<file path="src/cell_master_pkg.sv">
package cell_master_pkg;

  // Widths and sizes of the port space and data paths
  localparam int PORT_W = 5;
  localparam int WORD_W = 32;
  localparam int LANE_W = 8;
  localparam int BUS_W = 16;

  // Mode input bit positions
  localparam int MODE_SINGLE_BIT = 0;
  localparam int MODE_AUX_BIT = 1;

  // Cell layout: 13 client words, 53 octet transfers or 27 halfword transfers
  localparam logic [3:0] CELL_LAST_WORD = 4'hC;
  localparam logic [5:0] XFERS_8 = 6'h35;
  localparam logic [5:0] XFERS_16 = 6'h1B;
  localparam logic [5:0] HEC_XFER_8 = 6'h04;
  localparam logic [5:0] HEC_XFER_16 = 6'h02;
  localparam logic [2:0] WORD_BYTES = 3'h4;

  // Receive path states
  typedef enum logic [1:0] {
    RX_POLL = 2'b00,
    RX_SELECT = 2'b01,
    RX_XFER = 2'b10
  } rx_state_e;

  // Transmit client handshake states
  typedef enum logic [1:0] {
    TX_ASK = 2'b00,
    TX_SELECT = 2'b01,
    TX_MOVE = 2'b10
  } tx_state_e;

  // Receive link pins, sampled together
  typedef struct packed {
    logic [15:0] data;
    logic soc;
    logic prty;
    logic [1:0] clav;
  } rx_pins_s;

  // Static configuration inputs
  typedef struct packed {
    logic [1:0] mode;
    logic wide;
    logic [4:0] count;
  } config_s;

  // Round-robin step; a count of zero means all 32 ports
  function automatic logic [4:0] next_port(input logic [4:0] idx, input logic [4:0] count);
    next_port = (idx >= count - 5'h01) ? 5'h00 : idx + 5'h01;
  endfunction

  // Pick the cell-available line that reports a given port
  function automatic logic clav_for(input logic [1:0] clav, input logic [4:0] port,
                                    input logic [1:0] mode);
    if (!mode[MODE_SINGLE_BIT] && mode[MODE_AUX_BIT] && port[0])
      clav_for = clav[1];
    else
      clav_for = clav[0];
  endfunction

endpackage

</file>
<file path="src/xlat_table.sv">
`timescale 1ns/1ps
`default_nettype none

// Logical to physical port table, one write port and two read ports
module xlat_table (
  // Clock
  input wire logic clk_in,
  // Write port
  input wire logic wr_en_in,
  input wire logic [4:0] wr_index_in,
  input wire logic [4:0] wr_value_in,
  // Read ports
  input wire logic [4:0] tx_index_in,
  input wire logic [4:0] rx_index_in,
  output logic [4:0] tx_value_out,
  output logic [4:0] rx_value_out
);

  logic [4:0] table_mem [0:31];

  // Entries hold no reset value; software loads them before use
  always_ff @(posedge clk_in) begin
    if (wr_en_in) begin
      table_mem[wr_index_in] <= wr_value_in;
    end
  end

  // Reads are combinational, the caller registers the result
  assign tx_value_out = table_mem[tx_index_in];
  assign rx_value_out = table_mem[rx_index_in];

endmodule // xlat_table

`default_nettype wire

</file>
<file path="src/cell_master.sv">
`timescale 1ns/1ps
`default_nettype none

// How it works
// Client holds transmit valid high while its word is present.
// Client's port-valid qualifies its next port number.
// Client gives a five-bit logical port for the next transmit cell.
// Port request output goes high when the next port is wanted.
// Cell-available of each polled transmit port shows on a 32-bit vector.
// Table of 32 five-bit entries is written by the write strobe.
// Mode bit 0 high picks single-PHY, low picks multi-PHY.
// Single-PHY mode bit 1: zero octet handshake, one cell handshake.
// Multi-PHY mode bit 1: zero one cell-available line, one two lines.
// Wide select picks a 16-bit bus, else 8-bit, for data and parity.
// Port count sets how many ports are polled.
// Total-cell tick pulses once per transmitted cell; here only a full 13-word cell pulses it.
// Short-cell tick pulses once per runt transmit cell.
// Low octet on bits 7:0, high octet on 15:8 in wide mode.
// Receive enable driven low requests data; PHY drives after seeing it.
// Odd parity over active receive lanes is checked.
// Cell-available bit 0 alone, or even ports bit 0 and odd ports bit 1.
// Five-bit receive address polls and selects PHYs.
// PHY start-of-cell marks the first transfer of a cell.
// Received cells go to the client as 32-bit words.
// Client start-of-cell output marks the first word of a cell.
// Transmit ready high while client data can be taken.
// Client receive ready high while it can take data.
// Receive valid high while a received word is on the output.
// Logical ports pass through the table onto the address bus.
// Both paths follow their link clocks; reset idles them, enables off.
// Only ports below the count are polled, round robin with wrap.
module cell_master (
  // Clock and reset
  input wire logic clk_in,
  input wire logic reset_in,
  // Configuration
  input wire logic [1:0] topology_select_in,
  input wire logic wide_bus_select_in,
  input wire logic [4:0] poll_port_count_in,
  input wire logic xlat_wr_en_in,
  input wire logic [4:0] xlat_index_in,
  input wire logic [4:0] xlat_wr_value_in,
  // Transmit client side
  input wire logic cl_tx_valid_in,
  input wire logic cl_tx_first_in,
  input wire logic cl_tx_port_valid_in,
  input wire logic [4:0] cl_tx_next_port_in,
  output logic cl_tx_port_request_out,
  output logic [31:0] cl_tx_poll_status_out,
  output logic cl_tx_ready_out,
  output logic tx_total_cell_tick_out,
  output logic tx_short_cell_tick_out,
  // Transmit link polling
  input wire logic tx_link_clk_in,
  input wire logic [1:0] tx_clav_in,
  output logic [4:0] tx_addr_out,
  // Receive link
  input wire logic rx_link_clk_in,
  input wire logic [15:0] rx_data_in,
  input wire logic rx_soc_in,
  input wire logic rx_prty_in,
  input wire logic [1:0] rx_clav_in,
  output logic rx_enb_n_out,
  output logic [4:0] rx_addr_out,
  // Receive client side
  input wire logic cl_rx_ready_in,
  output logic [31:0] cl_rx_word_out,
  output logic cl_rx_first_out,
  output logic cl_rx_valid_out,
  output logic rx_parity_error_out
);

  logic [2:0] tx_clk_s;
  logic [2:0] rx_clk_s;
  logic [1:0] tx_clav1, tx_clav2, tx_clav3;
  cell_master_pkg::rx_pins_s rx_p1, rx_p2, rx_p3;
  cell_master_pkg::config_s cfg1, cfg;
  logic tx_edge, rx_edge;

  cell_master_pkg::tx_state_e tx_state;
  logic [4:0] tx_port, tx_poll_idx, tx_polled, tx_polled_d, tx_rd_idx, tx_xlat;
  logic tx_polled_ok, tx_polled_ok_d, rx_polled_ok_d;
  logic [3:0] tx_word_cnt;

  cell_master_pkg::rx_state_e rx_state;
  logic [4:0] rx_poll_idx, rx_polled, rx_polled_d, rx_rd_idx, rx_xlat;
  logic rx_polled_ok, rx_hit, rx_pause, rx_enb_prev_low, rx_capture, rx_is_hec, rx_parity_ok;
  logic [5:0] rx_req_cnt, rx_rcv_cnt, rx_total, rx_pos;
  logic [31:0] rx_acc, next_acc;
  logic [2:0] rx_fill, rx_fill_base, next_fill;
  logic [3:0] rx_word_cnt, rx_word_base;

  // Link levels and the mode, width and count inputs pass two flops; link levels get a third stage for edge history
  always_ff @(posedge clk_in) begin
    if (reset_in) begin
      tx_clk_s <= 3'h0;
      rx_clk_s <= 3'h0;
      tx_clav1 <= 2'h0;
      tx_clav2 <= 2'h0;
      tx_clav3 <= 2'h0;
      rx_p1 <= '0;
      rx_p2 <= '0;
      rx_p3 <= '0;
      cfg1 <= '0;
      cfg <= '0;
    end else begin
      tx_clk_s <= {tx_clk_s[1:0], tx_link_clk_in};
      rx_clk_s <= {rx_clk_s[1:0], rx_link_clk_in};
      tx_clav1 <= tx_clav_in;
      tx_clav2 <= tx_clav1;
      tx_clav3 <= tx_clav2;
      rx_p1 <= '{data: rx_data_in, soc: rx_soc_in, prty: rx_prty_in, clav: rx_clav_in};
      rx_p2 <= rx_p1;
      rx_p3 <= rx_p2;
      cfg1 <= '{mode: topology_select_in, wide: wide_bus_select_in, count: poll_port_count_in};
      cfg <= cfg1;
    end
  end

  // act on link edges; stage 3 still holds pre-edge pin values
  assign tx_edge = tx_clk_s[1] & ~tx_clk_s[2];
  assign rx_edge = rx_clk_s[1] & ~rx_clk_s[2];

  // table write and lookups
  xlat_table xlat_table_inst (
    .clk_in(clk_in),
    .wr_en_in(xlat_wr_en_in),
    .wr_index_in(xlat_index_in),
    .wr_value_in(xlat_wr_value_in),
    .tx_index_in(tx_rd_idx),
    .rx_index_in(rx_rd_idx),
    .tx_value_out(tx_xlat),
    .rx_value_out(rx_xlat)
  );

  // selection shows the chosen port, otherwise the poll pointer
  assign tx_rd_idx = (tx_state == cell_master_pkg::TX_SELECT) ? tx_port : tx_poll_idx;
  assign rx_rd_idx = rx_hit ? rx_polled_d : rx_poll_idx;

  // Transmit polling: the PHY samples an address at one link edge and answers at the
  // next, so status lands two link edges after its address was shown
  always_ff @(posedge clk_in) begin
    if (reset_in) begin
      tx_addr_out <= 5'h00;
      tx_poll_idx <= 5'h00;
      tx_polled <= 5'h00;
      tx_polled_d <= 5'h00;
      tx_polled_ok <= 1'b0;
      tx_polled_ok_d <= 1'b0;
      cl_tx_poll_status_out <= 32'h00000000;
    end else if (tx_edge) begin
      // one status bit per logical port, R17 picks the line
      if (tx_polled_ok_d) begin
        cl_tx_poll_status_out[tx_polled_d] <=
          cell_master_pkg::clav_for(tx_clav3, tx_polled_d, cfg.mode);
      end
      tx_polled_d <= tx_polled;
      tx_polled_ok_d <= tx_polled_ok;
      tx_addr_out <= tx_xlat;
      if (tx_state == cell_master_pkg::TX_SELECT) begin
        tx_polled_ok <= 1'b0;
      end else begin
        tx_polled <= tx_poll_idx;
        // round robin below the count
        tx_poll_idx <= cell_master_pkg::next_port(tx_poll_idx, cfg.count);
        tx_polled_ok <= 1'b1;
      end
    end
  end

  // Transmit client handshake and cell statistics
  always_ff @(posedge clk_in) begin
    if (reset_in) begin
      tx_state <= cell_master_pkg::TX_ASK;
      tx_port <= 5'h00;
      tx_word_cnt <= 4'h0;
      cl_tx_port_request_out <= 1'b0;
      cl_tx_ready_out <= 1'b0;
      tx_total_cell_tick_out <= 1'b0;
      tx_short_cell_tick_out <= 1'b0;
    end else begin
      tx_total_cell_tick_out <= 1'b0;
      tx_short_cell_tick_out <= 1'b0;
      unique case (tx_state)
        cell_master_pkg::TX_ASK: begin
          // ask for a port; R2 the number counts only with port-valid
          cl_tx_port_request_out <= 1'b1;
          if (cl_tx_port_request_out && cl_tx_port_valid_in) begin
            tx_port <= cl_tx_next_port_in;
            cl_tx_port_request_out <= 1'b0;
            tx_state <= cell_master_pkg::TX_SELECT;
          end
        end
        cell_master_pkg::TX_SELECT: begin
          // ready at the same link edge that puts the port address out
          if (tx_edge) begin
            cl_tx_ready_out <= 1'b1;
            tx_word_cnt <= 4'h0;
            tx_state <= cell_master_pkg::TX_MOVE;
          end
        end
        cell_master_pkg::TX_MOVE: begin
          if (cl_tx_ready_out && cl_tx_valid_in) begin
            if (cl_tx_first_in && tx_word_cnt != 4'h0) begin
              // a new cell cut the last one short
              tx_short_cell_tick_out <= 1'b1;
              tx_word_cnt <= 4'h1;
            end else if (tx_word_cnt == cell_master_pkg::CELL_LAST_WORD) begin
              // full cell taken
              tx_total_cell_tick_out <= 1'b1;
              cl_tx_ready_out <= 1'b0;
              tx_state <= cell_master_pkg::TX_ASK;
            end else begin
              tx_word_cnt <= tx_word_cnt + 4'h1;
            end
          end
        end
      endcase
    end
  end

  // cell available for the port polled two edges before; R23 client must be ready
  assign rx_hit = (rx_state == cell_master_pkg::RX_POLL) && rx_polled_ok_d && cl_rx_ready_in &&
                  cell_master_pkg::clav_for(rx_p3.clav, rx_polled_d, cfg.mode);
  // octet handshake pauses on a dropped cell-available line
  assign rx_pause = cfg.mode[cell_master_pkg::MODE_SINGLE_BIT] &&
                    !cfg.mode[cell_master_pkg::MODE_AUX_BIT] && !rx_p3.clav[0];
  // transfers per cell follow the bus width
  assign rx_total = cfg.wide ? cell_master_pkg::XFERS_16 : cell_master_pkg::XFERS_8;
  assign rx_capture = rx_edge && (rx_state == cell_master_pkg::RX_XFER) && rx_enb_prev_low;
  // start of cell resynchronises the transfer position
  assign rx_pos = rx_p3.soc ? 6'h00 : rx_rcv_cnt;
  assign rx_is_hec = rx_pos == (cfg.wide ? cell_master_pkg::HEC_XFER_16
                                         : cell_master_pkg::HEC_XFER_8);
  // odd parity over active lanes gives an odd count of ones
  assign rx_parity_ok = cfg.wide ? ^{rx_p3.data, rx_p3.prty} : ^{rx_p3.data[7:0], rx_p3.prty};

  // Receive polling, selection and enable
  always_ff @(posedge clk_in) begin
    if (reset_in) begin
      rx_state <= cell_master_pkg::RX_POLL;
      rx_enb_n_out <= 1'b1;
      rx_addr_out <= 5'h00;
      rx_poll_idx <= 5'h00;
      rx_polled <= 5'h00;
      rx_polled_ok <= 1'b0;
      rx_polled_d <= 5'h00;
      rx_polled_ok_d <= 1'b0;
      rx_req_cnt <= 6'h00;
      rx_rcv_cnt <= 6'h00;
      rx_enb_prev_low <= 1'b0;
    end else if (rx_edge) begin
      rx_enb_prev_low <= ~rx_enb_n_out;
      unique case (rx_state)
        cell_master_pkg::RX_POLL: begin
          // address drives both polling and selection
          rx_addr_out <= rx_xlat;
          rx_req_cnt <= 6'h00;
          rx_rcv_cnt <= 6'h00;
          if (rx_hit) begin
            rx_polled_ok <= 1'b0;
            rx_polled_ok_d <= 1'b0;
            // single PHY needs no selection step
            if (cfg.mode[cell_master_pkg::MODE_SINGLE_BIT]) begin
              rx_enb_n_out <= 1'b0;
              rx_state <= cell_master_pkg::RX_XFER;
            end else begin
              rx_state <= cell_master_pkg::RX_SELECT;
            end
          end else begin
            // Answer at an edge belongs to the address shown two edges before
            rx_polled_d <= rx_polled;
            rx_polled_ok_d <= rx_polled_ok;
            rx_polled <= rx_poll_idx;
            // round robin below the count
            rx_poll_idx <= cell_master_pkg::next_port(rx_poll_idx, cfg.count);
            rx_polled_ok <= 1'b1;
          end
        end
        cell_master_pkg::RX_SELECT: begin
          // address stood with enable high, now request data
          rx_enb_n_out <= 1'b0;
          rx_state <= cell_master_pkg::RX_XFER;
        end
        cell_master_pkg::RX_XFER: begin
          // One transfer is committed at each edge the enable is low
          if (!rx_enb_n_out) begin
            rx_req_cnt <= rx_req_cnt + 6'h01;
            if (rx_req_cnt + 6'h01 == rx_total || !cl_rx_ready_in || rx_pause) begin
              rx_enb_n_out <= 1'b1;
            end
          end else if (rx_req_cnt != rx_total && cl_rx_ready_in && !rx_pause) begin
            rx_enb_n_out <= 1'b0;
          end
          if (rx_capture) begin
            rx_rcv_cnt <= rx_pos + 6'h01;
            if (rx_pos + 6'h01 == rx_total) begin
              rx_enb_n_out <= 1'b1;
              rx_state <= cell_master_pkg::RX_POLL;
            end
          end
        end
        default: begin
          rx_enb_n_out <= 1'b1;
          rx_state <= cell_master_pkg::RX_POLL;
        end
      endcase
    end
  end

  // first octet of a pair sits on the high lane
  assign rx_fill_base = rx_p3.soc ? 3'h0 : rx_fill;
  assign rx_word_base = rx_p3.soc ? 4'h0 : rx_word_cnt;
  assign next_acc = cfg.wide ? {rx_acc[15:0], rx_p3.data} : {rx_acc[23:0], rx_p3.data[7:0]};
  assign next_fill = rx_fill_base + (cfg.wide ? 3'h2 : 3'h1);

  // Word packing toward the client; the header check octet is dropped
  always_ff @(posedge clk_in) begin
    if (reset_in) begin
      rx_acc <= 32'h00000000;
      rx_fill <= 3'h0;
      rx_word_cnt <= 4'h0;
      cl_rx_word_out <= 32'h00000000;
      cl_rx_first_out <= 1'b0;
      cl_rx_valid_out <= 1'b0;
      rx_parity_error_out <= 1'b0;
    end else begin
      cl_rx_valid_out <= 1'b0;
      cl_rx_first_out <= 1'b0;
      rx_parity_error_out <= 1'b0;
      if (rx_capture) begin
        // flag a mismatch on each bad transfer
        rx_parity_error_out <= ~rx_parity_ok;
        if (!rx_is_hec) begin
          rx_acc <= next_acc;
          if (next_fill == cell_master_pkg::WORD_BYTES) begin
            // full word out; R21 first word of cell; R24 valid with it
            cl_rx_word_out <= next_acc;
            cl_rx_valid_out <= 1'b1;
            cl_rx_first_out <= rx_word_base == 4'h0;
            rx_fill <= 3'h0;
            rx_word_cnt <= (rx_word_base == cell_master_pkg::CELL_LAST_WORD) ? 4'h0
                         : rx_word_base + 4'h1;
          end else begin
            rx_fill <= next_fill;
            rx_word_cnt <= rx_word_base;
          end
        end
      end
    end
  end
endmodule // cell_master

`default_nettype wire

</file>
<file path="config.mk">
export PLATFORM = sky130hd
export DESIGN_NAME = cell_master
export DESIGN_NICKNAME = d
export VERILOG_FILES = /design/src/cell_master_pkg.sv /design/src/xlat_table.sv /design/src/cell_master.sv
export SDC_FILE = /design/constraint.sdc
export NUM_CORES = 1
export LEC_CHECK = 0
export ABC_AREA = 1
export BUFFER_PORTS_ARGS = -buffer_cell sky130_fd_sc_hd__buf_4
export CAP_MARGIN = 15
export CORE_UTILIZATION = 50
export DETAILED_ROUTE_END_ITERATION = 10
export MAX_ROUTING_LAYER = met4
export PLACE_DENSITY = 0.71
export SLEW_MARGIN = 15
export SYNTH_ARGS = -nofsm -noshare
export SYNTH_HDL_FRONTEND = slang
export SYNTH_HIERARCHICAL = 1
export SYNTH_SLANG_ARGS = --single-unit
export TNS_END_PERCENT = 100
</file>
<file path="constraint.sdc">
create_clock -name clk_in -period 2.4 [get_ports clk_in]
set_input_delay 0.12 -clock clk_in [delete_from_list [all_inputs] [get_ports clk_in]]
set_output_delay 0.12 -clock clk_in [all_outputs]
set_load 0.05 [all_outputs]
</file>
==> results.sh <==
export IMPL_cts_buffers=45
export IMPL_synth_avg_cell_area_um2=8.039
export IMPL_drt_iter0_drc=1956
export IMPL_drtPass1Iterations=6
export IMPL_final_common_cell="nand2_1"
export IMPL_worst_pin_slew_ps=685.2
export IMPL_synthFlopType="dfxtp_1"
export IMPL_status="complete, but fails checks"
export IMPL_dieHeight_um=196.7
export IMPL_nets=2631
export IMPL_overflow=0
export IMPL_io_buffer_count=135
export IMPL_clk_pin_slew_worst_paths_ps=60
export IMPL_ys_async_sr_fraction_pct=0
export IMPL_layout_common_cells="nand2_1, nand3_1, dfxtp_1"
export IMPL_timing_setup_tns_ps=-124.7
export IMPL_gp_congestion=0.9151
export IMPL_die_area_um2=38700
export IMPL_yosysUniqueCellTypes=49
export IMPL_synth_cells=2358
export IMPL_grt_util_all_layers_pct=28.64
export IMPL_fin_crit_sh_pct=101.8
export IMPL_antenna_found_initial=1
export IMPL_drc=0
export IMPL_setup_ws_ps=-44.39
export IMPL_synthMuxAreaShare_pct=0.05940
export IMPL_yosysSeqAreaShare_pct=52.91
export IMPL_cts_root_buf="clkbuf_16"
export IMPL_clock_path_buffers=3
export IMPL_crit_fanout=10
export IMPL_rsz0062_at_grt="true"
export IMPL_syn_nets=2436
export IMPL_synth_top_family_by_area="simple AND/OR/NAND/NOR gates"
export IMPL_io_pins=136
export IMPL_max_slew_margin_pct=54.19
export IMPL_vias_per_cell=5.504
export IMPL_synth_compound_area_share_pct=6.653
export IMPL_peakVddDrop_mv=0.6361
export IMPL_cp_arrival_ps=2900
export IMPL_timing_rr_start="rx_state[0]"
export IMPL_finalSetupViolCount=5
export IMPL_grt_pass1_wl_mm=84.20
export IMPL_fp_dieW_um=196.7
export IMPL_start_util_pct=51.29
export IMPL_max_freq_mhz=409.1
export IMPL_drive_gt1_share_pct=13.80
export IMPL_crit_type="register to register"
export IMPL_synth_simple_gate_area_share_pct=29.27
export IMPL_cp_start_kind="register"
export IMPL_synth_xor_area_share_pct=1.432
export IMPL_grt_max_degree=127
export IMPL_power_static_leakage_nw=9.722
export IMPL_area_delta_synth_final_pct=21.85
export IMPL_ys_warn_count=6
export IMPL_slew_viol_final=0
export IMPL_skew_ps=10.60
export IMPL_routed_wl_mm=56.09
export IMPL_period_needed_ps=2444
export IMPL_synth_edff_count=160
export IMPL_hpwlAfterDp_mm=33.83
export IMPL_h_tree_depth=2
export IMPL_synthAdderAreaFrac_pct=1.624
export IMPL_place_ws_ps=-176.5
export IMPL_finalHoldViolations=0
export IMPL_min_path_type="input port to register"
export IMPL_core_area_um2=36960
export IMPL_end_kind="register"
export IMPL_cts_tree="yes"
export IMPL_placementRows=70
export IMPL_clock_sinks=421
export IMPL_holdCritStartpoint="xlat_wr_value_in[0]"
export IMPL_worstPathRequired_ps=2860
export IMPL_violations="negative setup slack"
export IMPL_synth_cell_area_um2=18960
export IMPL_wire_per_inst_um=18.14
export IMPL_first_global_vias=15890
export IMPL_crit_start="rx_state[0]"
export IMPL_drv_cap=0
export IMPL_ys_seq_elements=421
export IMPL_ant_nets=0
export IMPL_vias=17020
export IMPL_rrSetupSlack_ps=-40
export IMPL_power_density_nw_per_um2=728.2
export IMPL_insertion_delay_ps=570
[per-layer routing]
layer  part of all wire [%]  vias to the layer above  GRT usage [%]  wire (um)
met5                      0                        -              -          0
met4                    3.7                        0          11.54       2053
met3                    8.5                      140          4.107       4787
met2                     46                      777          44.44      25670
met1                     42                     8025          37.85      23580
li1                       -                     8075              -          -
[final timing paths]
kind                                                         end  cells past startpoint
worst min register to register                         rx_p3[12]                      2
worst max-delay path                              rx_addr_out[2]                     14
worst max register to register                    rx_addr_out[2]                     14
worst min-delay path            xlat_table_inst/table_mem[11][0]                      1
[critical path, stage by stage (launching register included)]
cell and delay [ps]:
dfxtp_2 320, inv_2 50, nand2_2 50, nor2_1 140, o211ai_1 190, buf_4 230
buf_4 150, a21oi_1 390, clkinv_2 290, nand2_1 150, nand2_2 80, nand2_1 60
nand2_1 60, nor2_1 100, nor2_1 50
[report_power, final]
part	total, W	switching, W	internal (W)
Sequential	0.00771	0.000117	0.00759
Clock	0.00705	0.00284	0.00421
Combinational	0.00207	0.00135	0.000721
Total	0.0168	0.00430	0.0125
[metrics by stage]
stage | cell area (um^2) | hold WS, ps | total power (W) | util [%] | instances
4_1_cts | 22730 | 5.182 | 0.01678 | 61.51 | 3080
2_1_floorplan | 18960 | 218.9 | 0.009075 | - | 2358
3_5_place_dp | 20470 | 327.5 | 0.009694 | 55.39 | 2934
6_report | 23100 | 38.38 | 0.01682 | 62.50 | 3092
5_1_grt | 23100 | 30.15 | 0.01736 | 62.50 | 3092
3_3_place_gp | 20470 | 321.0 | 0.009660 | 55.39 | 2934
[layout make-up]
class / instances / area, um^2
antenna: 1 / 2.502
clock buffer: 65 / 1306
clock inverter: 16 / 191.4
fill: 3139 / 13860
inverter: 209 / 812.0
multi-input combinational: 1613 / 7579
sequential: 421 / 10030
tap: 504 / 630.6
timing repair buffer: 261 / 2517
timing repair inverter: 2 / 27.53
[synth_stat cells, types with 18 or more instances]
master	count	share of area (%)
xor2_1	18	0.83
buf_6	23	1.4
o21ai_0	116	3.1
nor2_1	248	4.9
nand2_1	669	13
a21oi_1	94	2.5
ha_1	23	1.5
nor3_1	39	1.0
buf_2	33	0.87
nand3_1	326	8.6
dfxtp_1	261	28
clkbuf_1	35	0.69
edfxtp_1	160	25
inv_1	193	3.8
[state kept, by name, indices dropped and copies added (netlist names), 6 cells and up]
name,flops
cfg,8
cfg1,8
cl_rx_word_out,32
cl_tx_poll_status_out,32
rx_acc,24
rx_p1,20
rx_p2,20
rx_p3,20
rx_rcv_cnt,6
rx_req_cnt,6
xlat_table_inst/table_mem,160
[cells by family (layout without fill, tap and decap cells)]
logic type / count (synthesis) / after routing
buffers and inverters: 326 / 553
XOR/XNOR: 31 / 31
AND/OR/NAND/NOR: 1318 / 1320
other: 0 / 1
flip-flops: 421 / 421
AO/OA/AOI/OAI: 237 / 237
adder cells (fa/ha/maj): 24 / 24
multiplexers: 1 / 1
[what timing repair did]
item	in CTS	in global routing
cloned	5	10
hold buffers	48	0
buffers inserted	12	1
hold endpoints to repair	125	0
pin swaps	1	11
endpoints found under the setup margin	5	32
gates resized for setup	20	39
Power figures use the tool's default switching activity.
